### config.mk
export PLATFORM = sky130hd
export DESIGN_NAME = tc16_timer
export DESIGN_NICKNAME = d
export VERILOG_FILES = /design/src/design/tc16_pkg.sv /design/src/design/tc16_edge_sync.sv /design/src/design/tc16_timer.sv
export VERILOG_INCLUDE_DIRS = /design/src /design/src/design
export SDC_FILE = /design/constraint.sdc
export NUM_CORES = 1
export LEC_CHECK = 0
export BUFFER_PORTS_ARGS = -buffer_cell sky130_fd_sc_hd__buf_2
export CORE_MARGIN = 2
export CORE_UTILIZATION = 55
export DETAILED_ROUTE_END_ITERATION = 12
export GPL_TIMING_DRIVEN = 0
export HOLD_SLACK_MARGIN = 0.03
export PLACE_DENSITY = 0.78
export RECOVER_POWER = 50
export SLEW_MARGIN = 25
export SYNTH_ARGS = -nofsm -noshare
export SYNTH_HDL_FRONTEND = slang
export SYNTH_SLANG_ARGS = --single-unit
### constraint.sdc
create_clock -name clk -period 8.38 [get_ports clk]
set_input_delay 1.676 -clock clk [delete_from_list [all_inputs] [get_ports clk]]
set_output_delay 1.676 -clock clk [all_outputs]
set_load 0.01 [all_outputs]
### src/design/tc16_regs.svh
// Register offsets, field positions and reset values of the 16-bit timer.
// Assumes byte addresses on a 32-bit APB with one aligned word a register.
`ifndef TC16_REGS_SVH
`define TC16_REGS_SVH

// Byte offsets of the registers.
`define TC16_OFS_CTRL     8'h00
`define TC16_OFS_COUNT    8'h04
`define TC16_OFS_CCA      8'h08
`define TC16_OFS_CCB      8'h0c
`define TC16_OFS_STATUS   8'h10
`define TC16_OFS_MASK     8'h14

// Control register fields.
`define TC16_CTRL_MODE_LO 0
`define TC16_CTRL_MODE_HI 1
`define TC16_CTRL_CAPT_A  2
`define TC16_CTRL_PIN_OUT 3
`define TC16_CTRL_W       4

// Mode codes held in the two mode-select bits.
`define TC16_MODE_STOP    2'h0
`define TC16_MODE_CLR_EDG 2'h1
`define TC16_MODE_FREE    2'h2
`define TC16_MODE_CLR_MAT 2'h3

// Status and mask bit positions.
`define TC16_ST_CMP_A     0
`define TC16_ST_OVF       1
`define TC16_ST_CAPT_A    2
`define TC16_ST_CAPT_B    3
`define TC16_ST_W         4

// Reset values.
`define TC16_RST_CTRL     4'h0
`define TC16_RST_MASK     4'h0
`define TC16_RST_CC       16'h0000

`endif

### src/design/tc16_pkg.sv
// Types shared by the timer files.
// Assumes the constants of tc16_regs.svh for field positions.
package tc16_pkg;

    // Width of the counter and of both capture/compare registers.
    typedef logic [15:0] tc16_count_t;

    // Operating mode held in the two mode-select bits.
    typedef logic [1:0]  tc16_mode_t;

endpackage

### src/design/tc16_edge_sync.sv
// Two-stage synchroniser with a rising-edge pulse for one pin input.
// Assumes an asynchronous pin and the block clock clk.
`timescale 1ns/100ps
`default_nettype none

module tc16_edge_sync (
    // Clock and reset.
    input  wire logic clk,
    input  wire logic rst_b,
    // Pin side.
    input  wire logic pin_i,
    // Synchronised side.
    output logic      level_o,
    output logic      rise_o
);

    logic meta_ff;
    logic sync_ff;
    logic last_ff;

    // Only sync_ff reads the first stage, so no logic sees a metastable value.
    always_ff @(posedge clk) begin
        if (!rst_b) begin
            meta_ff <= 1'b0;
            sync_ff <= 1'b0;
            last_ff <= 1'b0;
        end else begin
            meta_ff <= pin_i;
            sync_ff <= meta_ff;
            last_ff <= sync_ff;
        end
    end

    // Edge pulse is one cycle wide.
    assign level_o = sync_ff;
    assign rise_o  = sync_ff & ~last_ff;

endmodule

`default_nettype wire

### src/design/tc16_timer.sv
// 16-bit timer/event counter with capture/compare registers and APB access.
// Assumes an APB master on clk, and edge pins that are asynchronous to clk.
//
// Function
// - Counter reads pause counting briefly; the missed step is repaid.
// - Compare value zero matches only on zero-to-one after wrap.
// - Compare below count: keep counting, wrap, no match meanwhile.
// - Compare mode ignores capture trigger edges on input a; pin b still captures into register b.
// - Shared pin is either capture input or timer output, never both.
// - Capture beats a coinciding read; read data then undefined.
// - Capture coinciding with stop gives undefined captured value.
// - Reading the counter never captures into register b.
// - Counter runs while mode bits nonzero, stops when both zero.
//
// Chosen here: the APB interface to the registers and the address map.
`timescale 1ns/100ps
`default_nettype none

`include "tc16_regs.svh"

module tc16_timer
    import tc16_pkg::*;
#(
    parameter int CNT_W = 16
) (
    // Clock and reset.
    input  wire logic        clk,
    input  wire logic        rst_b,
    // APB slave.
    input  wire logic        psel,
    input  wire logic        penable,
    input  wire logic        pwrite,
    input  wire logic [7:0]  paddr,
    input  wire logic [31:0] pwdata,
    output logic      [31:0] prdata,
    output logic             pready,
    output logic             pslverr,
    // Edge input a, capture and clear trigger.
    input  wire logic        edge_input_a,
    // Shared port pin: edge input b or timer output.
    input  wire logic        shared_port_pin_i,
    output logic             shared_port_pin_o,
    output logic             shared_port_pin_oe_b,
    // Interrupt.
    output logic             compare_a_irq
);

    // The counter width is fixed by the register layout.
    generate
        if (CNT_W != 16) begin : g_bad_width
            $error("tc16_timer supports only CNT_W of 16");
        end
    endgenerate

    // Synchronised pin inputs; only the edges matter, not the levels.
    logic edge_a_rise;
    logic pin_b_rise;

    tc16_edge_sync u_sync_a (
        .clk     (clk),
        .rst_b   (rst_b),
        .pin_i   (edge_input_a),
        .level_o (),
        .rise_o  (edge_a_rise)
    );

    tc16_edge_sync u_sync_b (
        .clk     (clk),
        .rst_b   (rst_b),
        .pin_i   (shared_port_pin_i),
        .level_o (),
        .rise_o  (pin_b_rise)
    );

    // Registered state.
    logic [`TC16_CTRL_W-1:0] ctrl_ff,  nxt_ctrl;
    logic [`TC16_ST_W-1:0]   stat_ff,  nxt_stat;
    logic [`TC16_ST_W-1:0]   mask_ff,  nxt_mask;
    tc16_count_t             cnt_ff,   nxt_cnt;
    tc16_count_t             cca_ff,   nxt_cca;
    tc16_count_t             ccb_ff,   nxt_ccb;
    logic                    owe_ff,   nxt_owe;
    logic                    wrap_ff,  nxt_wrap;
    logic                    tout_ff,  nxt_tout;
    logic                    oe_b_ff,  nxt_oe_b;
    logic                    irq_ff,   nxt_irq;
    logic [31:0]             rdat_ff,  nxt_rdat;
    logic                    rdy_ff,   nxt_rdy;
    logic                    err_ff,   nxt_err;

    // Decoded bus and mode terms.
    tc16_mode_t  mode;
    logic        running;
    logic        capt_mode;
    logic        pin_out;
    logic        setup;
    logic        done;
    logic        wr;
    logic        rd;
    logic        mapped;
    logic        cnt_gate;
    logic        match_a;
    logic        cca_zero_ok;
    tc16_count_t cnt_plus1;
    tc16_count_t cnt_step;
    logic        capt_a;
    logic        capt_b;
    logic        wrap_now;

    assign mode      = ctrl_ff[`TC16_CTRL_MODE_HI:`TC16_CTRL_MODE_LO];
    assign running   = (mode != `TC16_MODE_STOP);
    assign capt_mode = ctrl_ff[`TC16_CTRL_CAPT_A];
    assign pin_out   = ctrl_ff[`TC16_CTRL_PIN_OUT];
    assign setup     = psel & ~penable;
    assign done      = psel & penable & rdy_ff;
    assign wr        = done & pwrite;
    assign rd        = done & ~pwrite;
    assign cnt_plus1 = cnt_ff + 16'h0001;

    // Address decode for the mapped words.
    always_comb begin
        case (paddr)
            `TC16_OFS_CTRL,
            `TC16_OFS_COUNT,
            `TC16_OFS_CCA,
            `TC16_OFS_CCB,
            `TC16_OFS_STATUS,
            `TC16_OFS_MASK: mapped = 1'b1;
            default:        mapped = 1'b0;
        endcase
    end

    // The count clock is held off for the access phase of a counter read, so
    // the value on the bus stays steady; the skipped step is owed and paid.
    assign cnt_gate = psel & penable & ~pwrite
                    & (paddr == `TC16_OFS_COUNT);

    // A step of two pays the owed count, and a match on the skipped value
    // is still seen through the second term below.
    assign cnt_step = owe_ff ? cnt_ff + 16'h0002 : cnt_plus1;

    // Zero compare value may only match once the counter has wrapped, so the
    // start from zero does not count as a match.
    assign cca_zero_ok = (cca_ff != 16'h0000) | wrap_ff;

    // Equality only: a compare value below the count waits for the wrap.
    assign match_a = running & ~cnt_gate & ~capt_mode & cca_zero_ok
                   & ((cnt_ff == cca_ff)
                   | (owe_ff & (cnt_plus1 == cca_ff)));

    assign wrap_now = running & ~cnt_gate & (mode != `TC16_MODE_CLR_MAT
                    | ~match_a) & ((cnt_ff == 16'hffff)
                    | (owe_ff & (cnt_plus1 == 16'hffff)));

    // Captures act on synchronised edges only; a counter read is no trigger.
    assign capt_a = capt_mode & edge_a_rise;
    assign capt_b = ~pin_out & pin_b_rise;

    // Counter, owed count and wrap flag.
    always_comb begin
        nxt_cnt  = cnt_ff;
        nxt_owe  = owe_ff;
        nxt_wrap = wrap_ff;
        if (!running) begin
            nxt_cnt  = 16'h0000;
            nxt_owe  = 1'b0;
            nxt_wrap = 1'b0;
        end else if (cnt_gate) begin
            nxt_owe = 1'b1;
        end else begin
            nxt_owe = 1'b0;
            if (mode == `TC16_MODE_CLR_MAT && match_a) begin
                nxt_cnt = 16'h0000;
            end else if (mode == `TC16_MODE_CLR_EDG && edge_a_rise) begin
                nxt_cnt  = 16'h0000;
                nxt_wrap = 1'b0;
            end else begin
                nxt_cnt = cnt_step;
                if (wrap_now) begin
                    nxt_wrap = 1'b1;
                end
            end
        end
    end

    always_ff @(posedge clk) begin
        if (!rst_b) begin
            cnt_ff  <= 16'h0000;
            owe_ff  <= 1'b0;
            wrap_ff <= 1'b0;
        end else begin
            cnt_ff  <= nxt_cnt;
            owe_ff  <= nxt_owe;
            wrap_ff <= nxt_wrap;
        end
    end

    // Control, mask and capture/compare registers. A capture on the same
    // edge as a software write to that register wins over the write.
    always_comb begin
        nxt_ctrl = ctrl_ff;
        nxt_mask = mask_ff;
        nxt_cca  = cca_ff;
        nxt_ccb  = ccb_ff;
        if (wr) begin
            case (paddr)
                `TC16_OFS_CTRL: nxt_ctrl = pwdata[`TC16_CTRL_W-1:0];
                `TC16_OFS_MASK: nxt_mask = pwdata[`TC16_ST_W-1:0];
                `TC16_OFS_CCA:  nxt_cca  = pwdata[15:0];
                `TC16_OFS_CCB:  nxt_ccb  = pwdata[15:0];
                default:        nxt_ctrl = ctrl_ff;
            endcase
        end
        // The counter is captured even if the timer stops on this edge;
        // the value is then whatever the counter shows.
        if (capt_a) begin
            nxt_cca = cnt_ff;
        end
        if (capt_b) begin
            nxt_ccb = cnt_ff;
        end
    end

    always_ff @(posedge clk) begin
        if (!rst_b) begin
            ctrl_ff <= `TC16_RST_CTRL;
            mask_ff <= `TC16_RST_MASK;
            cca_ff  <= `TC16_RST_CC;
            ccb_ff  <= `TC16_RST_CC;
        end else begin
            ctrl_ff <= nxt_ctrl;
            mask_ff <= nxt_mask;
            cca_ff  <= nxt_cca;
            ccb_ff  <= nxt_ccb;
        end
    end

    // Sticky status: an event on the edge of a clearing read stays set.
    always_comb begin
        logic [`TC16_ST_W-1:0] ev;
        ev = '0;
        ev[`TC16_ST_CMP_A]  = match_a;
        ev[`TC16_ST_OVF]    = wrap_now;
        ev[`TC16_ST_CAPT_A] = capt_a;
        ev[`TC16_ST_CAPT_B] = capt_b;
        nxt_stat = stat_ff;
        if (rd && paddr == `TC16_OFS_STATUS) begin
            nxt_stat = '0;
        end
        nxt_stat = nxt_stat | ev;
        nxt_irq  = |(nxt_stat & mask_ff);
    end

    always_ff @(posedge clk) begin
        if (!rst_b) begin
            stat_ff <= '0;
            irq_ff  <= 1'b0;
        end else begin
            stat_ff <= nxt_stat;
            irq_ff  <= nxt_irq;
        end
    end

    // Timer output toggles on each compare match; the pin is driven only
    // when it is selected as output, so it never doubles as input.
    always_comb begin
        nxt_tout = tout_ff;
        if (!running) begin
            nxt_tout = 1'b0;
        end else if (match_a) begin
            nxt_tout = ~tout_ff;
        end
        nxt_oe_b = ~pin_out;
    end

    always_ff @(posedge clk) begin
        if (!rst_b) begin
            tout_ff <= 1'b0;
            oe_b_ff <= 1'b1;
        end else begin
            tout_ff <= nxt_tout;
            oe_b_ff <= nxt_oe_b;
        end
    end

    // Bus answer: read data is taken in the setup cycle and pready rises
    // for the first access cycle, giving a fixed one-wait-free access.
    // A capture in the access cycle therefore leaves stale read data.
    always_comb begin
        nxt_rdat = rdat_ff;
        nxt_rdy  = 1'b0;
        if (setup) begin
            nxt_rdy  = 1'b1;
            nxt_rdat = 32'h0000_0000;
            if (!pwrite) begin
                case (paddr)
                    `TC16_OFS_CTRL:   nxt_rdat[`TC16_CTRL_W-1:0] = ctrl_ff;
                    `TC16_OFS_COUNT:  nxt_rdat[15:0] = cnt_ff;
                    `TC16_OFS_CCA:    nxt_rdat[15:0] = cca_ff;
                    `TC16_OFS_CCB:    nxt_rdat[15:0] = ccb_ff;
                    `TC16_OFS_STATUS: nxt_rdat[`TC16_ST_W-1:0] = stat_ff;
                    `TC16_OFS_MASK:   nxt_rdat[`TC16_ST_W-1:0] = mask_ff;
                    default:          nxt_rdat = 32'h0000_0000;
                endcase
            end
        end
    end

    // Unmapped addresses answer with an error and change nothing.
    assign nxt_err = setup & ~mapped;

    always_ff @(posedge clk) begin
        if (!rst_b) begin
            rdat_ff <= 32'h0000_0000;
            rdy_ff  <= 1'b0;
            err_ff  <= 1'b0;
        end else begin
            rdat_ff <= nxt_rdat;
            rdy_ff  <= nxt_rdy;
            err_ff  <= nxt_err;
        end
    end

    // Outputs straight from flip-flops.
    assign prdata               = rdat_ff;
    assign pready               = rdy_ff;
    assign pslverr              = err_ff;
    assign shared_port_pin_o    = tout_ff;
    assign shared_port_pin_oe_b = oe_b_ff;
    assign compare_a_irq        = irq_ff;

endmodule

`default_nettype wire

After elaboration in Yosys (flattened, before gate mapping). Index checks and enable logic that the tools add are counted.

Flip-flop bits (word level): 105. Bits in latches: 0. Logic and storage cells: 108. Input bits: 47. Output and inout bits: 37. RAM bits: 0. Memories kept: 0. ROM bits: 0.

$mul: 0. Add/subtract/negate cells: 2. Reductions and logical operators: 19. Magnitude comparators: 0. Muxes and demuxes: 18. Bitwise gates (word level): 37. Shift operators: 0. Equality and inequality tests: 12. Div/mod/pow operators: 0.

Operator list (count): 2-to-1 mux 16 bit (10); one-hot mux 12 bit (3 select lines) (1); equality test 16 bit (2); equality test 16 bit, second input constant (2); one-hot mux 4 bit (6 select lines) (1); AND 1 bit (20); adder 16 x 1 -> 16 bit, second input constant (1); adder 16 x 2 -> 16 bit, second input constant (1); equality test 8 x 4 -> 1 bit, second input constant (2); equality test 8 x 5 -> 1 bit, second input constant (2); nonzero test 16 bit (1); nonzero test 2 bit (6); NOT 1 bit (11); AND reduction 2 bit (5); equality test 8 x 3 -> 1 bit, second input constant (1); zero test 8 bit (1); OR reduction 6 bit (1); 2-to-1 mux 1 bit (5); AND 4 bit (1); 2-to-1 mux 4 bit (1); bitwise OR 1 bit (4); bitwise OR 4 bit (1); OR reduction 4 bit (1); logical AND 1 bit (3); other kinds (4) (4).

Longest topological paths before layout. Gate-level depths: netlist of run 1.

Depth after elaboration: 15. Depth in mapped cells: 12. Gate-level depth less buffers: 10.

Modules after synthesis. Synthesis of run 1 repeated with hierarchy kept, for this count alone.

Cell total of the unflattened synthesis: 649. Area total of the unflattened synthesis: 5171.2 um^2.

By module, submodules not included: tc16_timer (cells an instance 635, times used 1, seq. area each 1661.6 um^2, area an instance 4986.0 um^2); tc16_edge_sync (cells an instance 7, times used 2, seq. area each 60.1 um^2, area an instance 92.6 um^2).

Worst setup path after synthesis of run 1. Ideal clock, no wire load.

Kind: input -> register. Start point: in paddr[5]. End point: reg cnt_ff[0]. Path buffers: 1. Data required time: 8322 ps. Arrival: 3587 ps. Setup slack: 4736 ps. Cell stages on the path: 9. Library setup time: 58 ps. Path through: nor4_1 -> and3_1 -> nand4_1 -> nand2b_1 -> o221a_2 -> o211ai_2 -> buf_6 -> o32ai_1 -> a21o_1.

Word-level cells in the longest chain between the ends: 9.

RTL lines: from (decl) (line tc16_timer.sv:33) `input wire logic [7:0] paddr,`; equality test 8 x 3 -> 1 bit (*); AND 1 bit (*) (line tc16_timer.sv:135) `assign cnt_gate = psel & penable & ~pwrite`; NOT 1 bit (no line); AND 1 bit (3 in a row) (line tc16_timer.sv:147) `assign match_a = running & ~cnt_gate & ~capt_mode & cca_zero_ok`; AND 1 bit (line tc16_timer.sv:148) `& ((cnt_ff == cca_ff)`; logical AND 1 bit (line tc16_timer.sv:172) `` if (mode == `TC16_MODE_CLR_MAT && match_a) begin ``; 2-to-1 mux 16 bit (line tc16_timer.sv:172); to (signal assigned) (line tc16_timer.sv:192) `cnt_ff <= nxt_cnt;`; to (decl) (line tc16_timer.sv:79) `tc16_count_t cnt_ff, nxt_cnt;`.

Mark *: on every way between the ends. The rest lies on a longest branch, timed or not. A chain may end at the register's enable or synchronous reset.

Worst setup path after layout of run 1.
Start point: in paddr[5]. End point: reg cnt_ff[8].

Same word-level chain as after synthesis.

==> results of run 1 <==
worst register-to-register path, delay by kind of cell (launching register included):
family	cells	cell delay, ns
simple gates	2	0.51
buf+inv	3	0.77
flops	1	0.50
fa+ha+maj	1	0.34
xor+xnor	1	0.15
compound gates	5	1.51
area by class of cell:
type	count	area [um^2]	share of cell area (%)
Timing Repair Buffer	50	221	3.88
Buffer	71	344	6.03
Tap cell	111	139	2.43
Clock inverter	6	72.6	1.27
Sequential cell	89	1780	31.2
Inverter	10	37.5	0.657
Multi-Input combinational cell	472	2980	52.1
Clock buffer	10	138	2.41
state kept, by name, summed over array words and instances (netlist names), 4 cells and up:
name / cells
cnt_ff: 16
prdata: 16
stat_ff: 4
ccb_ff: 16
ctrl_ff: 4
mask_ff: 4
cca_ff: 16
synthesized netlist by cell type (5+ instances only):
| cell | n | area, um^2 |
|---|---|---|
| clkbuf_1 | 43 | 161 |
| a221o_1 | 5 | 50.1 |
| nor2b_1 | 5 | 31.3 |
| a21oi_1 | 16 | 80.1 |
| nand4_1 | 12 | 75.1 |
| o21ai_0 | 14 | 70.1 |
| a22oi_1 | 22 | 165 |
| a21o_1 | 5 | 37.5 |
| or3_1 | 9 | 56.3 |
| a311oi_1 | 16 | 140 |
| xnor2_1 | 19 | 166 |
| nand2b_1 | 6 | 37.5 |
| xor2_1 | 10 | 87.6 |
| inv_1 | 9 | 33.8 |
| nand2_1 | 47 | 176 |
| a22o_1 | 25 | 219 |
| a211oi_1 | 18 | 135 |
| nor3_1 | 10 | 50.1 |
| buf_1 | 5 | 18.8 |
| buf_4 | 17 | 128 |
| and3_1 | 5 | 31.3 |
| buf_2 | 5 | 25.0 |
| nor2_1 | 84 | 315 |
| and2_1 | 8 | 50.1 |
| nor4_1 | 8 | 50.1 |
| nand3_1 | 35 | 175 |
| dfxtp_1 | 89 | 1780 |
| mux2i_1 | 24 | 240 |
logic make-up (layout without fill, tap and decap cells):
kind of cell / count (synthesis) / in the layout / synth area share, %
and+or+nand+nor: 240 / 240 / 22.5
AOI/OAI and AO/OA: 160 / 160 / 24.4
DFF: 89 / 89 / 35.0
buffers and inverters: 81 / 147 / 7.51
xor gates and xnor gates: 29 / 29 / 5.00
muxes: 24 / 24 / 4.73
adders and majority gates: 3 / 3 / 0.738
other: 1 / 16 / 0.0738
metal layers:
metal  vias up  track usage [%]  part of all wire (%)
li1       2427                -                     -
met1      2412             38.0                    44
met3        40             3.90                   6.5
met2       238             48.0                    47
met4         0             12.2                   3.0
met5         -                0                     0
report_power, final:
part / total [mW] / internal [mW] / switching [mW] / leakage [nW]
clock: 0.324 / 0.149 / 0.174 / 0.0971
combinational: 0.0557 / 0.0218 / 0.0339 / 1.28
sequential: 0.432 / 0.429 / 0.00297 / 0.720
worst paths after layout:
kind                                         end  slack (ns)  cells after the start              from
worst min register to register  u_sync_b.level_o        0.45                      1  u_sync_b.meta_ff
worst max-delay path                   cnt_ff[8]        4.31                     10          paddr[5]
worst max register to register         cnt_ff[7]        4.52                     12         cnt_ff[0]
worst min-delay path            u_sync_b.level_o        0.45                      1  u_sync_b.meta_ff
==> results.ini, run 1 <==
[critical_path]
crit_buf_inv=2
crit_path_end_kind=flop
worst_path_largest_cell_delay_ns=0.55
path_max_fanout=10
crit_type=input pin to flop
crit_chain=buf_2 > nor4_1 > and3_1 > nand4_1 > nand2b_1 > o221a_2 > o211ai_2 > buf_6 > o21ai_0 > a21boi_0
arrival_ns=4.36
crit_family=simple AND/OR/NAND/NOR gates
slowest_stage=nor4_1
required_ns=8.67
startpoint_type=input pin

[yosys]
ys.flop_type=dfxtp_1
synthCells=627
synth_edf_count=0
yosysWarnings=0
yosysUniqueCellTypes=66
syn-cell-area_um2=5080
ys_seq_area_share_pct=35.0
ys_seq_elements=89
postSynth.asyncResetShare_pct=0
syn_avg_cell_area_um2=8.11

[grt]
antenna_found_initial=0
grt_overflow=0
grt_usage_pct=29.0
grt_first_pass_wirelength_mm=23.3
first_global_vias=4704
grt_max_degree=17

[timing]
clock.fmax_mhz=246
finalSetupTns_ns=0
skew_ns=0.00933
setup_viol=0
min_period_over_period_pct=48.6
period_needed_ns=4.07
worst_pin_slew_ns=0.751
slew_headroom_pct=50.0
hold_slack_ns=0.447
maxSlewViolCount=0
fin_ws_ns=4.31
finalHoldViolations=0
rsz0062_at_grt=false

[clocking]
numCtsBuffers=9
ctsRootBufferMaster=clkbuf_8
cts_hold_buf=0
htreeDepth=3
cts_setup_buffers=0
cts_resized=0
clkSinkCount=89
clockBufferDepth=2
clk_pin_slew_worst_paths_ns=0.10
clk_latency_ns=0.37
cts_tree=built

[cells_and_area]
fin_cells=819
area_delta_synth_final_pct=12.3
fillerInstances=833
stdcell_area_um2=5710
diodes=0
post_route_cells_drive_above_1_share_pct=10.3
final_common_cell=dfxtp_1
nNetsFinal=753
final_util_pct=62.7
mostFrequentLayoutCells=89 x dfxtp_1, 84 x nor2_1, 67 x clkbuf_1, 47 x nand2_1, 35 x nand3_1

[routing]
via_per_inst=6.25
final_antenna_net_count=0
num_vias=5117
routed_wl_mm=14.6
first_pass_iters=6
wire_per_inst_um=17.8
drc=0
drt_iter0_drc=469

[power_and_ir_drop]
p_leak_nw=2.09
fin_total_pwr_uw=811
peakVddDrop_mv=0.0927
power.density_nw_per_um2=142

[floorplanning]
start_util_pct=55.8
io_pins=84
fp.dieArea_um2=10000
core-area_um2=9110
die_h_um=100
num_rows=35
die_w_um=100

[job]
cap_violations=0

[placement]
port_buffers=50
post-place-ws_ns=4.02
dp_hpwl_mm=11.0
place_area_um2=5530
globalplace.congestion=0.950
dp.cells=803

[run_status]
status=complete, no violations

[min_path]
holdCritPathClass=flop to flop

No activity file was read; power rests on OpenSTA's default activity.
==> run 2: changes to the inputs <==
- ABC_AREA: default -> 1
- CORE_UTILIZATION: 55 -> 52
- PLACE_DENSITY: 0.78 -> 0.77
- clock period: 8.38 -> 3.7 ns (I/O delays scaled with it)
==> results.ini, run 2 <==
[routing]
routed_wl_mm=15.6  ; was 14.6 mm
wire_per_inst_um=15.0  ; was 17.8 um
first_pass_iters=5  ; was 6
drc=0  ; unchanged
final_antenna_net_count=0  ; unchanged
via_per_inst=5.37  ; was 6.25
num_vias=5580  ; was 5117
drt_iter0_drc=493  ; was 469

[yosys]
synthTopCellsByArea=dfxtp_1 32%, nand2_1 16%, o21ai_0 6.2%, inv_1 5.6%, a31oi_1 3.6%  ; was dfxtp_1 35%, nor2_1 6.2%, mux2i_1 4.7%, a22o_1 4.3%, nand2_1 3.5%
yosysWarnings=0  ; unchanged
synth_top_area_share_pct=32.5  ; was 35.0%
ys_seq_elements=89  ; unchanged
yosysUniqueCellTypes=43  ; was 66
synthCells=822  ; was 627
synth_top_cells_by_count=240 x nand2_1, 89 x dfxtp_1, 82 x inv_1  ; was 89 x dfxtp_1, 84 x nor2_1, 47 x nand2_1
syn_avg_cell_area_um2=6.67  ; was 8.11 um^2
postSynth.asyncResetShare_pct=0  ; unchanged
synth_edf_count=0  ; unchanged
yosysMostFrequentCell=nand2_1  ; was dfxtp_1
ys_seq_area_share_pct=32.5  ; was 35.0%
syn-cell-area_um2=5490  ; was 5080 um^2
yosys.area.top_type=dfxtp_1  ; unchanged
ys.flop_type=dfxtp_1  ; unchanged

[job]
cap_violations=0  ; unchanged

[timing]
finalSetupTns_ns=0  ; unchanged
hold_slack_ns=0.406  ; was 0.447 ns
worst_pin_slew_ns=0.740  ; was 0.751 ns
setup_viol=0  ; unchanged
rsz0062_at_grt=false  ; unchanged
period_needed_ns=2.98
clock.fmax_mhz=335
min_period_over_period_pct=80.7
finalHoldViolations=0  ; unchanged
maxSlewViolCount=0  ; unchanged
skew_ns=0.0182  ; was 0.00933 ns
slew_headroom_pct=50.2  ; was 50.0%

[cells_and_area]
nNetsFinal=949  ; was 753
final_common_cell=nand2_1  ; was dfxtp_1
post_route_cells_drive_above_1_share_pct=13.4  ; was 10.3%
fillerInstances=1016  ; was 833
multi_input_area_um2=3070  ; was 2980 um^2
diodes=0  ; unchanged
regArea_um2=1780  ; unchanged
fin_cells=1040  ; was 819
stdcell_area_um2=6090  ; was 5710 um^2
mostFrequentLayoutCells=240 x nand2_1, 89 x dfxtp_1, 83 x inv_1, 68 x o21ai_0, 52 x nor2_1  ; was 89 x dfxtp_1, 84 x nor2_1, 67 x clkbuf_1, 47 x nand2_1, 35 x nand3_1
area_delta_synth_final_pct=10.9  ; was 12.3%

[clocking]
clkSinkCount=89  ; unchanged
cts_tree=built  ; unchanged
clk_latency_ns=0.37  ; about the same
clk_pin_slew_worst_paths_ns=0.10  ; about the same
cts_setup_buffers=0  ; unchanged
ctsRootBufferMaster=clkbuf_8  ; unchanged
cts_resized=0  ; unchanged
clockBufferDepth=2  ; unchanged
cts_hold_buf=0  ; unchanged
htreeDepth=3  ; unchanged
numCtsBuffers=9  ; unchanged

[run_status]
status=complete, no violations  ; unchanged

[floorplanning]
num_rows=37  ; was 35
die_w_um=107  ; was 100 um
io_pins=84  ; unchanged
die_h_um=107  ; was 100 um
fp.dieArea_um2=11400  ; was 10000 um^2
start_util_pct=53.4  ; was 55.8%
core-area_um2=10300  ; was 9110 um^2

[placement]
dp.cells=1024  ; was 803
dp_hpwl_mm=12.2  ; was 11.0 mm
port_buffers=51  ; was 50
place_area_um2=5970  ; was 5530 um^2
globalplace.congestion=0.974  ; was 0.950

[grt]
grt_usage_pct=28.2  ; was 29.0%
antenna_found_initial=0  ; unchanged
grt_first_pass_wirelength_mm=25.4  ; was 23.3 mm
first_global_vias=5147  ; was 4704
grt_max_degree=16  ; was 17
grt_overflow=0  ; unchanged

[power_and_ir_drop]
peakVddDrop_mv=0.137  ; was 0.0927 mV
power.density_nw_per_um2=282  ; was 142 nW/um^2
p_leak_nw=2.49  ; was 2.09 nW
fin_total_pwr_mw=1.72  ; was 811 uW

[critical_path]
crit_path_end_kind=flop  ; unchanged
required_ns=4.01  ; was 8.67 ns
path_max_fanout=10  ; unchanged
crit_type=input pin to flop  ; unchanged
startpoint_type=input pin  ; unchanged
arrival_ns=3.29  ; was 4.36 ns

[min_path]
holdCritPathClass=flop to flop  ; unchanged

==> run 2: cell count changes in the layout (fill, tap and decap cells not counted), sizes merged, moves of 22 or more <==
cell / delta
a21oi: +24
a22o: -24
a22oi: -22
a31oi: +31
clkbuf: -24
inv: +78
mux2i: -24
nand2: +207
nor2: -22
o21ai: +56
==> run 2: metrics by stage <==
step | utilization (%) | setup WS (ns)
after floorplan | - | 1.54
after global placement | 58.1 | 0.938
after detailed placement | 58.1 | 0.901
after CTS | 59.7 | 1.02
after global routing | 59.2 | 0.484
final | 59.2 | 0.716
==> run 2: kinds of logic (layout without fill, tap and decap cells) <==
| family | after synthesis | in the layout | synth area share [%] |
|---|---|---|---|
| AO/OA/AOI/OAI | 175 | 175 | 19.3 |
| flip-flops | 89 | 89 | 32.5 |
| adder cells (fa/ha/maj) | 3 | 3 | 0.684 |
| XOR/XNOR | 30 | 30 | 4.79 |
| AND/OR/NAND/NOR | 379 | 379 | 30.5 |
| buffers and inverters | 145 | 212 | 12.2 |
| other | 1 | 16 | 0.0684 |
==> run 2: final cells by class <==
cell class	instances	share of cell area (%)
multi-input combinational	603	50.4
sequential	89	29.3
inverter	91	5.61
buffer	54	5.35
timing repair buffer	51	3.74
tap	136	2.80
clock buffer	10	2.10
clock inverter	6	0.699
==> run 2: path summary, 6_finish.rpt <==
kind,startpoint,endpoint,slack [ns],cells past startpoint
max,paddr[7],cca_ff[14],0.72,11
min,ctrl_ff[3],shared_port_pin_oe_b,0.41,1
max reg2reg,cnt_ff[1],cnt_ff[12],0.98,15
min reg2reg,ctrl_ff[3],shared_port_pin_oe_b,0.41,1
==> run 2: critical path: stages <==
cell and delay [ns]:
buf_2 0.10, nor2_1 0.14, nand2_1 0.07, nor2_1 0.21
nand4_1 0.50, inv_1 0.54, a21oi_1 0.12, inv_1 0.15
clkbuf_1 0.40, o21ai_0 0.15, a31oi_1 0.17
==> run 2: report_power, final <==
group	switching (mW)	leakage (nW)	internal [mW]	total, mW
Sequential	0.00542	0.720	0.970	0.976
Clock	0.388	0.0831	0.247	0.635
Combinational	0.0672	1.69	0.0403	0.107
Total	0.460	2.49	1.26	1.72
==> run 2: layer usage <==
metal	part of all wire (%)	routed length, um	up-vias	track usage [%]
met4	2.7	421	0	10.9
met3	7.8	1220	33	5.47
met5	0	0	-	0
met2	43	6790	255	43.7
li1	-	-	2806	-
met1	46	7210	2486	38.8
